### src/design/ber_check_consts.vh
// constants for the lane status and bit-error-rate check block
// assumes 15-bit register addresses and 8-bit register data on the serial port
`ifndef BER_CHECK_CONSTS_VH
`define BER_CHECK_CONSTS_VH

// register addresses
`define A_LANE_FULL   15'h030c
`define A_LANE_EMPTY  15'h030d
`define A_SYNC_LEN    15'h0312
`define A_SETUP_CFG   15'h0314
`define A_BER_EN      15'h0315
`define A_BER_CTRL    15'h0316
`define A_THR_LO      15'h0317
`define A_THR_MID     15'h0318
`define A_THR_HI      15'h0319
`define A_CNT_LO      15'h031a
`define A_CNT_MID     15'h031b
`define A_CNT_HI      15'h031c
`define A_PASS        15'h031d

// reset values
`define RST_ZERO      8'h00
`define RST_PASS      8'hff
`define RST_SYNC_LEN  8'h00

// field positions
`define F_SYNC_DUR    5:4
`define F_CTL_CLEAR   0
`define F_CTL_RUN     1
`define F_CTL_PAT     3:2
`define F_CTL_SEL     6:4
`define F_CTL_RW      6:0
`define F_BYTE0       7:0
`define F_BYTE1       15:8
`define F_BYTE2       23:16

// pulse length codes
`define DUR_HALF      2'h0
`define DUR_ONE       2'h1

// pattern codes
`define PAT_P7        2'h0
`define PAT_P15       2'h1
`define PAT_P31       2'h2

// serial frame: one rw bit, 15 address bits, 8 data bits
`define SPI_HDR_BITS  5'h10
`define SPI_ALL_BITS  5'h18
`define SPI_CNT_W     5

`endif

### src/design/prbs_lane_check.v
// one lane of the pseudo-random bit checker with a saturating error count
// assumes step is a one-cycle strobe per received bit, bit_in valid with it
`include "ber_check_consts.vh"

module prbs_lane_check #(
  parameter CW = 24
) (
  input  wire          clk,
  input  wire          rst_n,
  input  wire          clear,
  input  wire          run,
  input  wire          step,
  input  wire          bit_in,
  input  wire [1:0]    pattern,
  output reg  [CW-1:0] err_cnt_ff
);

  reg  [30:0] hist_ff;
  reg  [4:0]  fill_ff;
  reg  [1:0]  pat_ff;
  reg         pred;
  reg         known;
  reg  [4:0]  need;
  wire        locked = (fill_ff >= need);
  wire        miss   = known & locked & (bit_in != pred);
  wire [CW-1:0] cnt_max = {CW{1'b1}};

  ////////////////////////////////////////////////////////////////////////
  // predicted bit from the last received bits (self-synchronising)
  always @* begin
    pred  = 1'b0;
    known = 1'b1;
    need  = 5'd31;
    case (pattern)
      `PAT_P7: begin
        pred = hist_ff[6] ^ hist_ff[5];
        need = 5'd7;
      end
      `PAT_P15: begin
        pred = hist_ff[14] ^ hist_ff[13];
        need = 5'd15;
      end
      `PAT_P31: begin
        pred = hist_ff[30] ^ hist_ff[27];
      end
      default: known = 1'b0;                           // reserved code checks nothing
    endcase
  end

  ////////////////////////////////////////////////////////////////////////
  // history, lock fill and error count; a pattern change forces relock
  always @(posedge clk or negedge rst_n) begin
    if (!rst_n) begin
      hist_ff    <= 31'h0;
      fill_ff    <= 5'h0;
      pat_ff     <= 2'h0;
      err_cnt_ff <= {CW{1'b0}};
    end else if (clear) begin
      hist_ff    <= 31'h0;
      fill_ff    <= 5'h0;
      err_cnt_ff <= {CW{1'b0}};
    end else if (pattern != pat_ff) begin
      pat_ff  <= pattern;
      fill_ff <= 5'h0;
    end else if (run && step) begin
      hist_ff <= {hist_ff[29:0], bit_in};
      if (!locked)
        fill_ff <= fill_ff + 5'h1;
      if (miss && err_cnt_ff != cnt_max)
        err_cnt_ff <= err_cnt_ff + {{(CW-1){1'b0}}, 1'b1};
    end
  end

endmodule

### config.mk
export PLATFORM = sky130hd
export DESIGN_NAME = prbs_lane_check
export DESIGN_NICKNAME = d
export VERILOG_FILES = /design/src/design/prbs_lane_check.v
export VERILOG_INCLUDE_DIRS = /design/src /design/src/design
export SDC_FILE = /design/constraint.sdc
export NUM_CORES = 1
export LEC_CHECK = 0
export BUFFER_PORTS_ARGS = -buffer_cell sky130_fd_sc_hd__buf_2
export CAP_MARGIN = 20
export CORE_ASPECT_RATIO = 1.5
export CORE_MARGIN = 4
export CORE_UTILIZATION = 35
export CTS_CLUSTER_DIAMETER = 50
export CTS_CLUSTER_SIZE = 10
export DETAILED_ROUTE_END_ITERATION = 12
export HOLD_SLACK_MARGIN = 0.02
export SYNTH_ARGS = -nofsm -noshare
export SYNTH_HDL_FRONTEND = slang
export SYNTH_SLANG_ARGS = --single-unit
### constraint.sdc
create_clock -name clk -period 7.2 [get_ports clk]
set_clock_uncertainty 0.1 [all_clocks]
set_input_delay 0 -clock clk [delete_from_list [all_inputs] [get_ports clk]]
set_output_delay 0 -clock clk [all_outputs]
set_load 0.1 [all_outputs]
# After elaboration in Yosys (flattened, before gate mapping)
# Cells that the tools add are included.
# W data, S select, Z words.
[word_totals]
reg_bits = 62
word_cells = 45
inputBits = 8
[op_classes]
add_sub_neg = 2
n_lt_le_gt_ge = 1
bitwise_logic = 6
n_eq_ne = 7
n_reduce_logical = 11
n_mux = 14
[op_table]
columns = ["op", "count"]
rows = [
  ["$mux W24", 4],
  ["$mux W31", 3],
  ["$add A24 B1 Y24 const B", 1],
  ["$ne A24 B24 Y1 const B", 1],
  ["$mux W5", 4],
  ["$pmux W5 S2", 1],
  ["$reduce_and A2 Y1", 3],
  ["$add A5 B1 Y5 const B", 1],
  ["$ge A5 B5 Y1", 1],
  ["$reduce_bool A2 Y1", 2],
  ["$ne A3 B2 Y1 const B", 1],
  ["$pmux W1 S3", 1],
  ["$reduce_and A3 Y1", 1],
  ["$reduce_bool A3 Y1", 1],
  ["$reduce_or A3 Y1", 1],
  ["$xor A1 B1 Y1", 3],
  ["$and A1 B1 Y1", 2],
  ["$eq A2 B1 Y1 const B", 1],
  ["$eq A2 B2 Y1 const B", 1],
  ["$logic_and A1 B1 Y1", 2],
  ["$logic_not A2 Y1", 1],
  ["$ne A2 B2 Y1", 1],
  ["$ne A2 B2 Y1 const B", 1],
  ["$mux W1", 1],
  ["2 further kinds", 2],
]

# Logic depth before layout (Yosys ltp)
# Gate-level depths: netlist (run 1).
[depth]
ltp_word = 10
mapped_depth = 10

# Worst setup path before layout (run 1)
# Ideal clock, no wire load.
[synth_path]
kind = "register to register"
start = "register err_cnt_ff[0]"
end = "register err_cnt_ff[1]"
path_stages_with_launch = 10
setup_slack_ns = 4.408
setup_time_ns = 0.132
n_path_buf = 2
arrival_ns = 2.560
period_less_slack_ns = 2.792
required_ns = 6.968
path_cell_list = "dfrtp_1 -> ha_1 -> nand2_1 -> nor4_1 -> nand2_1 -> nand3_4 -> buf_6 -> buf_2 -> mux2i_1 -> nor2_1"
[synth_via]
elab_chain_cells = 5
[synth_rtl]
columns = ["element", "line_no", "source"]
rows = [
  ["start, declared", "prbs_lane_check.v:15", "output reg [CW-1:0] err_cnt_ff"],
  ["start signal, assigned", "prbs_lane_check.v:57", "err_cnt_ff <= {CW{1'b0}};"],
  ["start signal, assigned", "prbs_lane_check.v:61", "err_cnt_ff <= {CW{1'b0}};"],
  ["start signal, assigned", "prbs_lane_check.v:70", "err_cnt_ff <= err_cnt_ff + {{(CW-1){1'b0}}, 1'b1};"],
  ["$add A24 B1 Y24", "prbs_lane_check.v:70", ""],
  ["$mux W24", "prbs_lane_check.v:69", "if (miss && err_cnt_ff != cnt_max)"],
  ["$mux W24", "prbs_lane_check.v:65", "end else if (run && step) begin"],
  ["$mux W24", "prbs_lane_check.v:62", "end else if (pattern != pat_ff) begin"],
  ["$mux W24", "prbs_lane_check.v:58", "end else if (clear) begin"],
]
# Several ways; a longest one is shown, not always the timed one. The select of a mux whose other input is x is not followed.
# A chain may end at the register's enable or synchronous reset.

# Final worst setup path (run 1)
[layout_path]
start = "input port pattern[0]"
end = "register err_cnt_ff[13]"
[layout_via]
elab_chain_cells = 8
[layout_rtl]
columns = ["element", "line_no", "source"]
rows = [
  ["start, declared", "prbs_lane_check.v:14", "input wire [1:0] pattern,"],
  ["$eq A2 B1 Y1, or another cell as far along", "prbs_lane_check.v:34", "case (pattern)"],
  ["$pmux W5 S2 / $reduce_or A3 Y1 (equally long branches)", "n/a", ""],
  ["$ge A5 B5 Y1 / $mux W1 (equally long branches)", "prbs_lane_check.v:24, prbs_lane_check.v:34", ""],
  ["$and A1 B1 Y1 (2 in a row)", "prbs_lane_check.v:25", "wire miss = known & locked & (bit_in != pred);"],
  ["$logic_and A1 B1 Y1", "prbs_lane_check.v:69", ""],
  ["$reduce_bool A2 Y1 (no line)", "n/a", ""],
  ["$reduce_and A3 Y1 (no line) (*)", "n/a", ""],
]
# Mark *: on every way between the ends. The rest lies on a longest branch, timed or not.

==> results of run 1 <==
where the power goes:
part / switching, mW / internal, mW / total, mW
combinational: 0.0250 / 0.00986 / 0.0349
sequential: 0.00138 / 0.350 / 0.351
clock: 0.164 / 0.237 / 0.400
stage by stage:
step / total power, mW / util
finish: 0.787 / 0.429
global route: 0.819 / 0.429
CTS: 0.796 / 0.425
detailed placement: 0.390 / 0.387
global placement: 0.390 / 0.387
floorplan: 0.375 / -
per-layer routing:
layer	up-vias	track usage	share of wire
met3	12	0.0392	0.043
met2	46	0.224	0.50
met5	-	0	0
li1	1229	-	-
met4	0	0.0694	0.025
met1	1198	0.147	0.43
kinds of logic (layout without fill, tap and decap cells):
logic type      Yosys count  after routing  share of synthesized area
mux                       5              5                     0.0178
fa+ha+maj                 4              4                     0.0166
flops                    62             62                      0.515
simple gates            152            152                      0.252
buf+inv                  23             63                     0.0315
xor+xnor                 15             15                     0.0436
compound gates           70             70                      0.124
worst max-delay path by stage:
stage / startpoint / end / slack (ns) / cells past startpoint
finish: pattern[0] / err_cnt_ff[13]$_DFFE_PN0P_ / 4.41 / 10
global route: pattern[0] / err_cnt_ff[13]$_DFFE_PN0P_ / 4.21 / 10
CTS: pattern[0] / err_cnt_ff[13]$_DFFE_PN0P_ / 4.40 / 10
detailed placement: fill_ff[4]$_DFFE_PN0P_ / err_cnt_ff[13]$_DFFE_PN0P_ / 4.48 / 7
global placement: fill_ff[4]$_DFFE_PN0P_ / err_cnt_ff[13]$_DFFE_PN0P_ / 4.58 / 7
floorplan: err_cnt_ff[0]$_DFFE_PN0P_ / err_cnt_ff[1]$_DFFE_PN0P_ / 4.41 / 9
cell usage in the layout, fill, tap and decap left out, types with 3 or more instances in the layout:
cell type,Yosys,layout
sky130_fd_sc_hd__a21oi_1,49,49
sky130_fd_sc_hd__buf_2,1,31
sky130_fd_sc_hd__clkbuf_16,0,9
sky130_fd_sc_hd__dfrtp_1,62,62
sky130_fd_sc_hd__dlygate4sd3_1,0,5
sky130_fd_sc_hd__ha_1,4,4
sky130_fd_sc_hd__inv_1,8,8
sky130_fd_sc_hd__inv_6,0,4
sky130_fd_sc_hd__mux2_2,3,3
sky130_fd_sc_hd__nand2_1,73,73
sky130_fd_sc_hd__nand3_1,12,12
sky130_fd_sc_hd__nand4_1,9,9
sky130_fd_sc_hd__nor2_1,18,18
sky130_fd_sc_hd__nor3_1,4,3
sky130_fd_sc_hd__nor4_1,5,5
sky130_fd_sc_hd__o21ai_0,12,12
sky130_fd_sc_hd__o31ai_1,7,7
sky130_fd_sc_hd__or3_1,11,11
sky130_fd_sc_hd__or4_1,7,7
sky130_fd_sc_hd__xnor2_1,5,5
sky130_fd_sc_hd__xor2_1,10,10
cell type report:
class | count | area (um2) | share of cell area
sequential | 62 | 1550 | 0.430
multi-input combinational | 246 | 1370 | 0.380
timing repair buffer | 39 | 240 | 0.0666
clock buffer | 9 | 225 | 0.0624
tap | 107 | 134 | 0.0371
clock inverter | 7 | 55.1 | 0.0153
inverter | 8 | 30.0 | 0.00832
critical path: stages:
cell                            delay, ns
sky130_fd_sc_hd__dlygate4sd3_1       0.52
sky130_fd_sc_hd__buf_2               0.17
sky130_fd_sc_hd__nor2_1              0.10
sky130_fd_sc_hd__ha_1                0.28
sky130_fd_sc_hd__nand3_1             0.06
sky130_fd_sc_hd__o21ai_0             0.24
sky130_fd_sc_hd__nor4b_4             0.47
sky130_fd_sc_hd__nand3_4             0.31
sky130_fd_sc_hd__nor4_1              0.36
sky130_fd_sc_hd__mux2_2              0.37
sequential cells by signal, indices dropped and copies added (netlist names):
signal	flops
err_cnt_ff	24
fill_ff	5
pat_ff	2
hist_ff	31
what timing repair did:
action	in CTS	in global routing
hold endpoints to repair	65	10
hold buffers	4	1
endpoints found under the setup margin	0	0
==> results.md, run 1 <==
- The number of buffers between clock root and the deepest sink is 2.
- In this run the horizontal extent of the chip is 83.8 um.
- The number of filler instances in the final layout is around 850.
- The startpoint identified for the worst register-to-register timing path is fill_ff[4]$_DFFE_PN0P_.
- The global-route wire length before repair is around 11000 um.
- Summed over all failing endpoints, the final setup total negative slack is 0 ns.
- The top-area cell type share of the netlist area is 0.515.
- The clock tree synthesis step divided the H-tree into 3 levels.
- sky130_fd_sc_hd__nand2_1 is the most common cell in the netlist.
- Entering global routing, the biggest net connects 63 pins.
- The worst reg2reg path endpoint is err_cnt_ff[13]$_DFFE_PN0P_.
- The critical path launch point type is a primary input.
- sky130_fd_sc_hd__dfrtp_1 takes more of the synthesized area than any other cell.
- Yosys mapped the design onto 35 distinct sky130hd cell types.
- After detailed routing, the number of vias per cell comes to between 5 and 6.
- The starting utilization of the core area is 0.358.
- The post-layout worst setup margin is 4.41 ns.
- The placed cell area is about 3300 um2.
- Setup repair after global routing left no endpoint under its margin.
- The number of cells in the design after placement is roughly 460.
- The floorplan has 41 rows.
- STA puts the critical path data required time at 7.31 ns.
- At the later pin of the worst-skew pair, clock insertion delay measures 0.33 ns.
- The congestion estimate from routability-driven global placement came to roughly 0.78.
- The top flip-flop cell by instance count after synthesis is sky130_fd_sc_hd__dfrtp_1.
- The reported leakage power is about 1.5 nW.
- After detailed routing, the number of remaining DRC violations is 0.
- The detailed router finished its first iteration with 82 violations.
- At the worst endpoint, the arrival time is 2.89 ns.
- The worst hold slack across all endpoints is 0.234 ns.
- The final critical delay including setup and external delays is approximately 2.8 ns.
- In this run the mean area of a mapped cell was slightly above 9 um2.
- The die height is roughly 120 um.
- The part of the Yosys area used for sequential elements is 0.515.
- At the placement stage, the worst setup path has a slack of approximately 4.5 ns.
- The clock net in this run drives a total of slightly above 60 sinks.
- The max-slew headroom at the worst pin is 0.470.
- In the finished design, the share of the clock period the worst path needs comes to 0.387.
- The via count of the first global-routing pass was ~2400.
- The fraction of registers with async set or reset after synthesis is 1.00.
- The port buffer count is 31.
- The cell count after synthesis came out at ~330.
- The netlist area before placement is about 3000 um2.
- The highest fanout seen on the critical path is 25.
- TritonCTS built the clock tree.
- The finished layout holds ~480 standard cells, fillers aside.
- After clock tree synthesis, the clock-pin slew on the worst setup and hold paths is roughly 0.06 ns.
- The path type of the worst setup path is primary input to flop.
- Counting flops with a built-in enable in the synthesized netlist gives 0.
- The root buffer cell is sky130_fd_sc_hd__clkbuf_16.
- The global-route usage over all layers is 0.131.
- The number of antenna diodes in the final layout is 0.
- After legalization and detailed placement, the total HPWL measured about 4200 um.
- The routed layout has around 2500 vias.
- The number of gates resized after CTS is 0.
- For this design the ratio of total power to cell area is about 220 nW/um2.
- The die covers roughly 10000 um2.
- The net count after synthesis is approximately 340.
- The achievable frequency is 359 MHz.
- The final layout contains routed wiring with a total length of roughly 6400 um.
- The routed wirelength normalized by instance count is roughly 13 um.
- Compared with the post-synthesis result, the final layout area differs by 19.7%.
- During synthesis, Yosys emitted a total of 0 warnings.
- During I/O placement, the number of pins put on the boundary was 32.
- Measured in cells, the most critical reg-to-reg path has a length of 7.
- In the final design database the tool counted between 300 and 400 nets.
- The count of endpoints failing hold in the final timing report is 0.
- STA classifies the critical path endpoint as a flop.
- The area of the placeable core is ~8400 um2.
- The first detailed-routing pass took 4 iterations.
- The worst hold path begins at step.
- The instance count along the most critical hold path is 6.
- The synthesized design contains 62 register bits.
- The sum of overflow across all layers after global routing is 0.
- The number of antenna violations at the first check in global routing came to 0.
- The finished cells cover about 3600 um2.
- The slew of the pin with the lowest slew margin is 0.795 ns.
- The number of clock buffers inserted by TritonCTS is 9.
- Yosys attributes the largest share of cell area to sky130_fd_sc_hd__dfrtp_1, sky130_fd_sc_hd__nand2_1, sky130_fd_sc_hd__a21oi_1.
- After synthesis, the most frequently instantiated cells are sky130_fd_sc_hd__nand2_1, sky130_fd_sc_hd__dfrtp_1, sky130_fd_sc_hd__a21oi_1, sky130_fd_sc_hd__nor2_1, sky130_fd_sc_hd__clkbuf_1.
- The worst hold path belongs to the class primary input to flop.
- The max-slew violation total from the final report is 0.
- The capture endpoint of the worst hold path is err_cnt_ff[12]$_DFFE_PN0P_.
- The number of setup violations in the final report is 0.
- IR analysis of the VDD net gives a maximum drop of 0.000103 V.
- Across the run, the number of max-cap violations was 0.
- The worst-case register-to-register setup slack is 4.46 ns.
- The flow ran to the end, and the final reports show no timing, DRC or antenna violations.
- The number of setup buffers added after CTS is 0.
- The share of post-route cells with drive strength above 1 is 0.167.
- Once detail routing completed, the nets flagged for antenna violations numbered 0.
Power figures use the tool's default switching activity.
==> inputs of run 2 (changes only) <==
--- a/config.mk
+++ b/config.mk
@@ -6,6 +6,7 @@
 export SDC_FILE = /design/constraint.sdc
 export NUM_CORES = 1
 export LEC_CHECK = 0
+export ABC_AREA = 1
 export BUFFER_PORTS_ARGS = -buffer_cell sky130_fd_sc_hd__buf_2
 export CAP_MARGIN = 20
 export CORE_ASPECT_RATIO = 1.5
==> constraint.sdc (replaced) <==
create_clock -name clk -period 2.9 [get_ports clk]
set_clock_uncertainty 0.1 [all_clocks]
set_input_delay 0 -clock clk [delete_from_list [all_inputs] [get_ports clk]]
set_output_delay 0 -clock clk [all_outputs]
set_load 0.1 [all_outputs]
==> results.md, run 2 <==
- The placed cell area is 3850 um2 (+18%).
- The path with the worst hold slack has its endpoint at hist_ff[8]$_DFFE_PN0P_.
- The accumulated negative setup slack is 0 ns (unchanged).
- The count of warnings emitted by yosys is 0 (unchanged).
- The most common cell after layout, fill and taps aside is sky130_fd_sc_hd__nand2_1.
- Leaving out fill and tap cells, the most frequent cells in the layout are sky130_fd_sc_hd__nand2_1, sky130_fd_sc_hd__inv_1, sky130_fd_sc_hd__dfrtp_1.
- The worst path required time is 3.06 ns (-4.25 ns).
- In this run the most critical hold path is launched from clear.
- The number of enable flip-flop cells after synthesis is 0 (unchanged).
- The critical path arrival is 2.30 ns (-0.59 ns).
- The floorplan row count is 45 (+9.8%).
- The area of the placeable core is 10100 um2 (+20%).
- The detailed-route via count came to 3208 (+29%).
- The final antenna-violating net count was 0 (unchanged).
- The count of endpoints failing hold in the final timing report is 0 (unchanged).
- The top flip-flop cell by instance count after synthesis is sky130_fd_sc_hd__dfrtp_1.
- In this run the critical register-to-register path is launched from err_cnt_ff[0]$_DFFE_PN0P_.
- The clock sink count is 62 (unchanged).
- The DRC marker count from the first detailed-route iteration was 169 (+110%).
- The worst hold-check path type is primary input to flop.
- The flow ran to the end, and the final reports show no timing, DRC or antenna violations.
- The count of max-cap constraint violations is 0 (unchanged).
- The flip-flop count of the largest register, all copies and words added is 31 (unchanged).
- The total number of nets in the final design came to 517 (+37%).
- The final weighted congestion of routability-driven global placement came to 0.912 (+17%).
- The vias per cell was 5.12 (-1.6%).
- The clock-pin slew of the registers on the worst-case setup and hold paths is 0.06 ns (about the same).
- The horizontal die dimension came to 91.3 um (+9.0%).
- The share of the cycle needed by the critical path after routing is 0.738.
- The part of the Yosys area used for sequential elements is 0.426 (-0.0889).
- The critical path launch point type is a flop.
- The worst-case register-to-register setup slack is 0.76 ns (-3.70 ns).
- The tree is rooted in a sky130_fd_sc_hd__clkbuf_16.
- The reported leakage power is 2.18 nW (+45%).
- The global-route wire length before repair is 15600 um (+45%).
- The global-route usage over all layers is 0.158 (+0.0266).
- The share of post-route cells with drive strength above 1 is 0.159 (-0.00829).
- The antenna diode count is 0 (unchanged).
- The power per cell area came to 505 nW/um2 (+130%).
- The number of clock buffers inserted by TritonCTS is 9 (unchanged).
- The number of gates resized after CTS was 0 (unchanged).
- The number of buffers between clock root and the deepest sink is 2 (unchanged).
- The max-slew headroom at the worst pin is 0.492 (+0.0225).
- The number of library cell types mapped by synthesis was 32 (-8.6%).
- The worst hold slack across all endpoints came to 0.0915 ns (-0.143 ns).
- The top-level I/O count was 32 (unchanged).
- The slew of the pin with the lowest slew margin is 0.762 ns (-0.0338 ns).
- In the final layout, the registers with the most flip-flops are hist_ff x31, err_cnt_ff x24, fill_ff x5.
- The total DRC errors in the routed layout is 0 (unchanged).
- Yosys attributes the largest share of cell area to sky130_fd_sc_hd__dfrtp_1, sky130_fd_sc_hd__nand2_1, sky130_fd_sc_hd__nand3_1.
- The half-perimeter wire length after detailed placement is 6050 um (+46%).
- The instance count along the most critical hold path is 2 (-4).
- The port buffer count was 31 (unchanged).
- The sum of overflow across all layers after global routing is 0 (unchanged).
- The nature of the critical path endpoint is a flop.
- The post-route cell area came to 4240 um2 (+17%).
- Setup repair after global routing left no endpoint under its margin.
- The number of setup violations in the final report is 0 (unchanged).
- The routed wirelength normalized by instance count came to 14.1 um (+4.9%).
- The clock network latency to the later pin of the worst-skew pair was 0.33 ns (about the same).
- The fraction of registers with async set or reset after synthesis is 1.00 (unchanged).
- Relative to the synthesized area, the layout overhead comes to 16.3%.
- The TritonCTS clock tree is yes.
- The worst reg2reg path depth is 10 (+3).
- The final critical delay including setup and external delays is ~2.1 ns.
- The number of setup buffers added after CTS is 0 (unchanged).
- Sorting the synthesized cells by how often they occur yields sky130_fd_sc_hd__nand2_1, sky130_fd_sc_hd__inv_1, sky130_fd_sc_hd__dfrtp_1, sky130_fd_sc_hd__nand3_1, sky130_fd_sc_hd__nor2_1.
- The worst reg2reg path endpoint is err_cnt_ff[13]$_DFFE_PN0P_.
- The H-tree depth is 3 (unchanged).
- The instance count of the mapped netlist is 471 (+42%).
- The achievable frequency is around 470 MHz.
- The net count after synthesis is 483 (+41%).
- The highest fanout seen on the critical path is 17 (-32%).
- The total length of routed wires is 8830 um (+38%).
- The flip-flop and latch count after synthesis is 62 (unchanged).
- The max-slew violation total from the final report is 0 (unchanged).
- The most repeated cell in the gate-level netlist after synthesis is sky130_fd_sc_hd__nand2_1.
- The number of filler instances in the final layout is 1069 (+26%).
- The pin count of the biggest net entering global routing is 67 (+6.3%).
- The die area is 12100 um2 (+19%).
- The maximum resistive drop on vdd is 0.000276 V (+170%).
- The top-area cell type share of the netlist area is 0.426 (-0.0889).
- By startpoint and endpoint, the worst setup path is classified as flop to flop.
- The post-synthesis area per instance is 7.74 um2 (-15%).
- The starting utilization of the core area is 0.360 (+0.00124).
- The number of search-and-repair iterations in the first detailed-routing pass was 4 (unchanged).
- The netlist area before placement is 3640 um2 (+21%).
- hist_ff holds more flip-flops than any other register.
- The via count of the first global-routing pass was 3322 (+40%).
- The dominant cell type by area after synthesis is sky130_fd_sc_hd__dfrtp_1.
- The number of antenna violations at the first check in global routing came to 0 (unchanged).
- The die height is 133 um (+9.3%).
## run 2: cell count changes in the layout (fill, tap and decap cells not counted), sizes merged, moves of 16 or more
| cell | previous run | this run |
|---|---|---|
| inv | 12 | 69 |
| nand4 | 9 | 25 |
| a21oi | 49 | 5 |
| nand3 | 13 | 73 |
| nand2 | 74 | 122 |
| nor2 | 18 | 37 |
## run 2: kinds of logic (layout without fill, tap and decap cells)
logic type,after synthesis,in the layout,share of synthesized area
flip-flops,62,62,0.426
adder cells (fa/ha/maj),4,4,0.0137
AO/OA/AOI/OAI,44,44,0.0714
buffers and inverters,86,125,0.103
AND/OR/NAND/NOR,261,261,0.352
XOR/XNOR,14,14,0.0337
## run 2: per-layer routing
metal / global-route usage / wire length [um]
met1: 0.184 / 3790
met2: 0.280 / 4490
met3: 0.0296 / 310
met4: 0.0680 / 238
met5: 0 / 0
## run 2: per-stage QoR
stage / setup slack [ns] / utilization / instances / power [mW]
floorplan: 0.374 / - / 471 / 0.941
global placement: 0.775 / 0.380 / 605 / 0.979
detailed placement: 0.737 / 0.380 / 605 / 0.981
CTS: 0.722 / 0.418 / 627 / 2.16
global route: 0.532 / 0.418 / 627 / 2.21
finish: 0.759 / 0.418 / 627 / 2.14
## run 2: worst max-delay path by stage
stage          depth (start not counted)                          to  slack, ns                       from
2_1_floorplan                         10  err_cnt_ff[21]$_DFFE_PN0P_       0.37  err_cnt_ff[0]$_DFFE_PN0P_
3_3_place_gp                          10  err_cnt_ff[15]$_DFFE_PN0P_       0.77  err_cnt_ff[0]$_DFFE_PN0P_
3_5_place_dp                           9   err_cnt_ff[5]$_DFFE_PN0P_       0.74  err_cnt_ff[0]$_DFFE_PN0P_
4_1_cts                               10  err_cnt_ff[13]$_DFFE_PN0P_       0.72  err_cnt_ff[0]$_DFFE_PN0P_
5_1_grt                               10  err_cnt_ff[11]$_DFFE_PN0P_       0.53  err_cnt_ff[0]$_DFFE_PN0P_
6_report                              10  err_cnt_ff[13]$_DFFE_PN0P_       0.76  err_cnt_ff[0]$_DFFE_PN0P_
## run 2: timing repair
action	4_1_cts	5_1_grt
hold buffers	6	0
hold endpoints to repair	32	0
setup endpoints to repair	0	0
## run 2: area by class of cell
class	instances	area, um2	share of cell area
Multi-Input combinational cell	323	1720	0.405
Timing Repair Buffer	41	245	0.0579
Clock inverter	7	97.6	0.0230
Sequential cell	62	1550	0.366
Inverter	68	255	0.0602
Clock buffer	9	225	0.0531
Tap cell	117	146	0.0345
## run 2: report_power, final
group / switching, mW / total, mW / leakage (nW) / internal (mW)
Sequential: 0.00250 / 0.871 / 0.863 / 0.869
Combinational: 0.0764 / 0.0998 / 1.16 / 0.0235
Clock: 0.414 / 1.17 / 0.152 / 0.755
Total: 0.493 / 2.14 / 2.18 / 1.65
## run 2: critical path, cell delays in order, from the launching register on
cell                      delay [ns]
sky130_fd_sc_hd__dfrtp_1        0.47
sky130_fd_sc_hd__ha_1           0.33
sky130_fd_sc_hd__nand3_4        0.14
sky130_fd_sc_hd__inv_1          0.09
sky130_fd_sc_hd__nand2_1        0.12
sky130_fd_sc_hd__nor2_1         0.05
sky130_fd_sc_hd__nand3_1        0.08
sky130_fd_sc_hd__nand2_2        0.07
sky130_fd_sc_hd__nor2_4         0.36
sky130_fd_sc_hd__nand4_1        0.14
sky130_fd_sc_hd__nand2_1        0.11
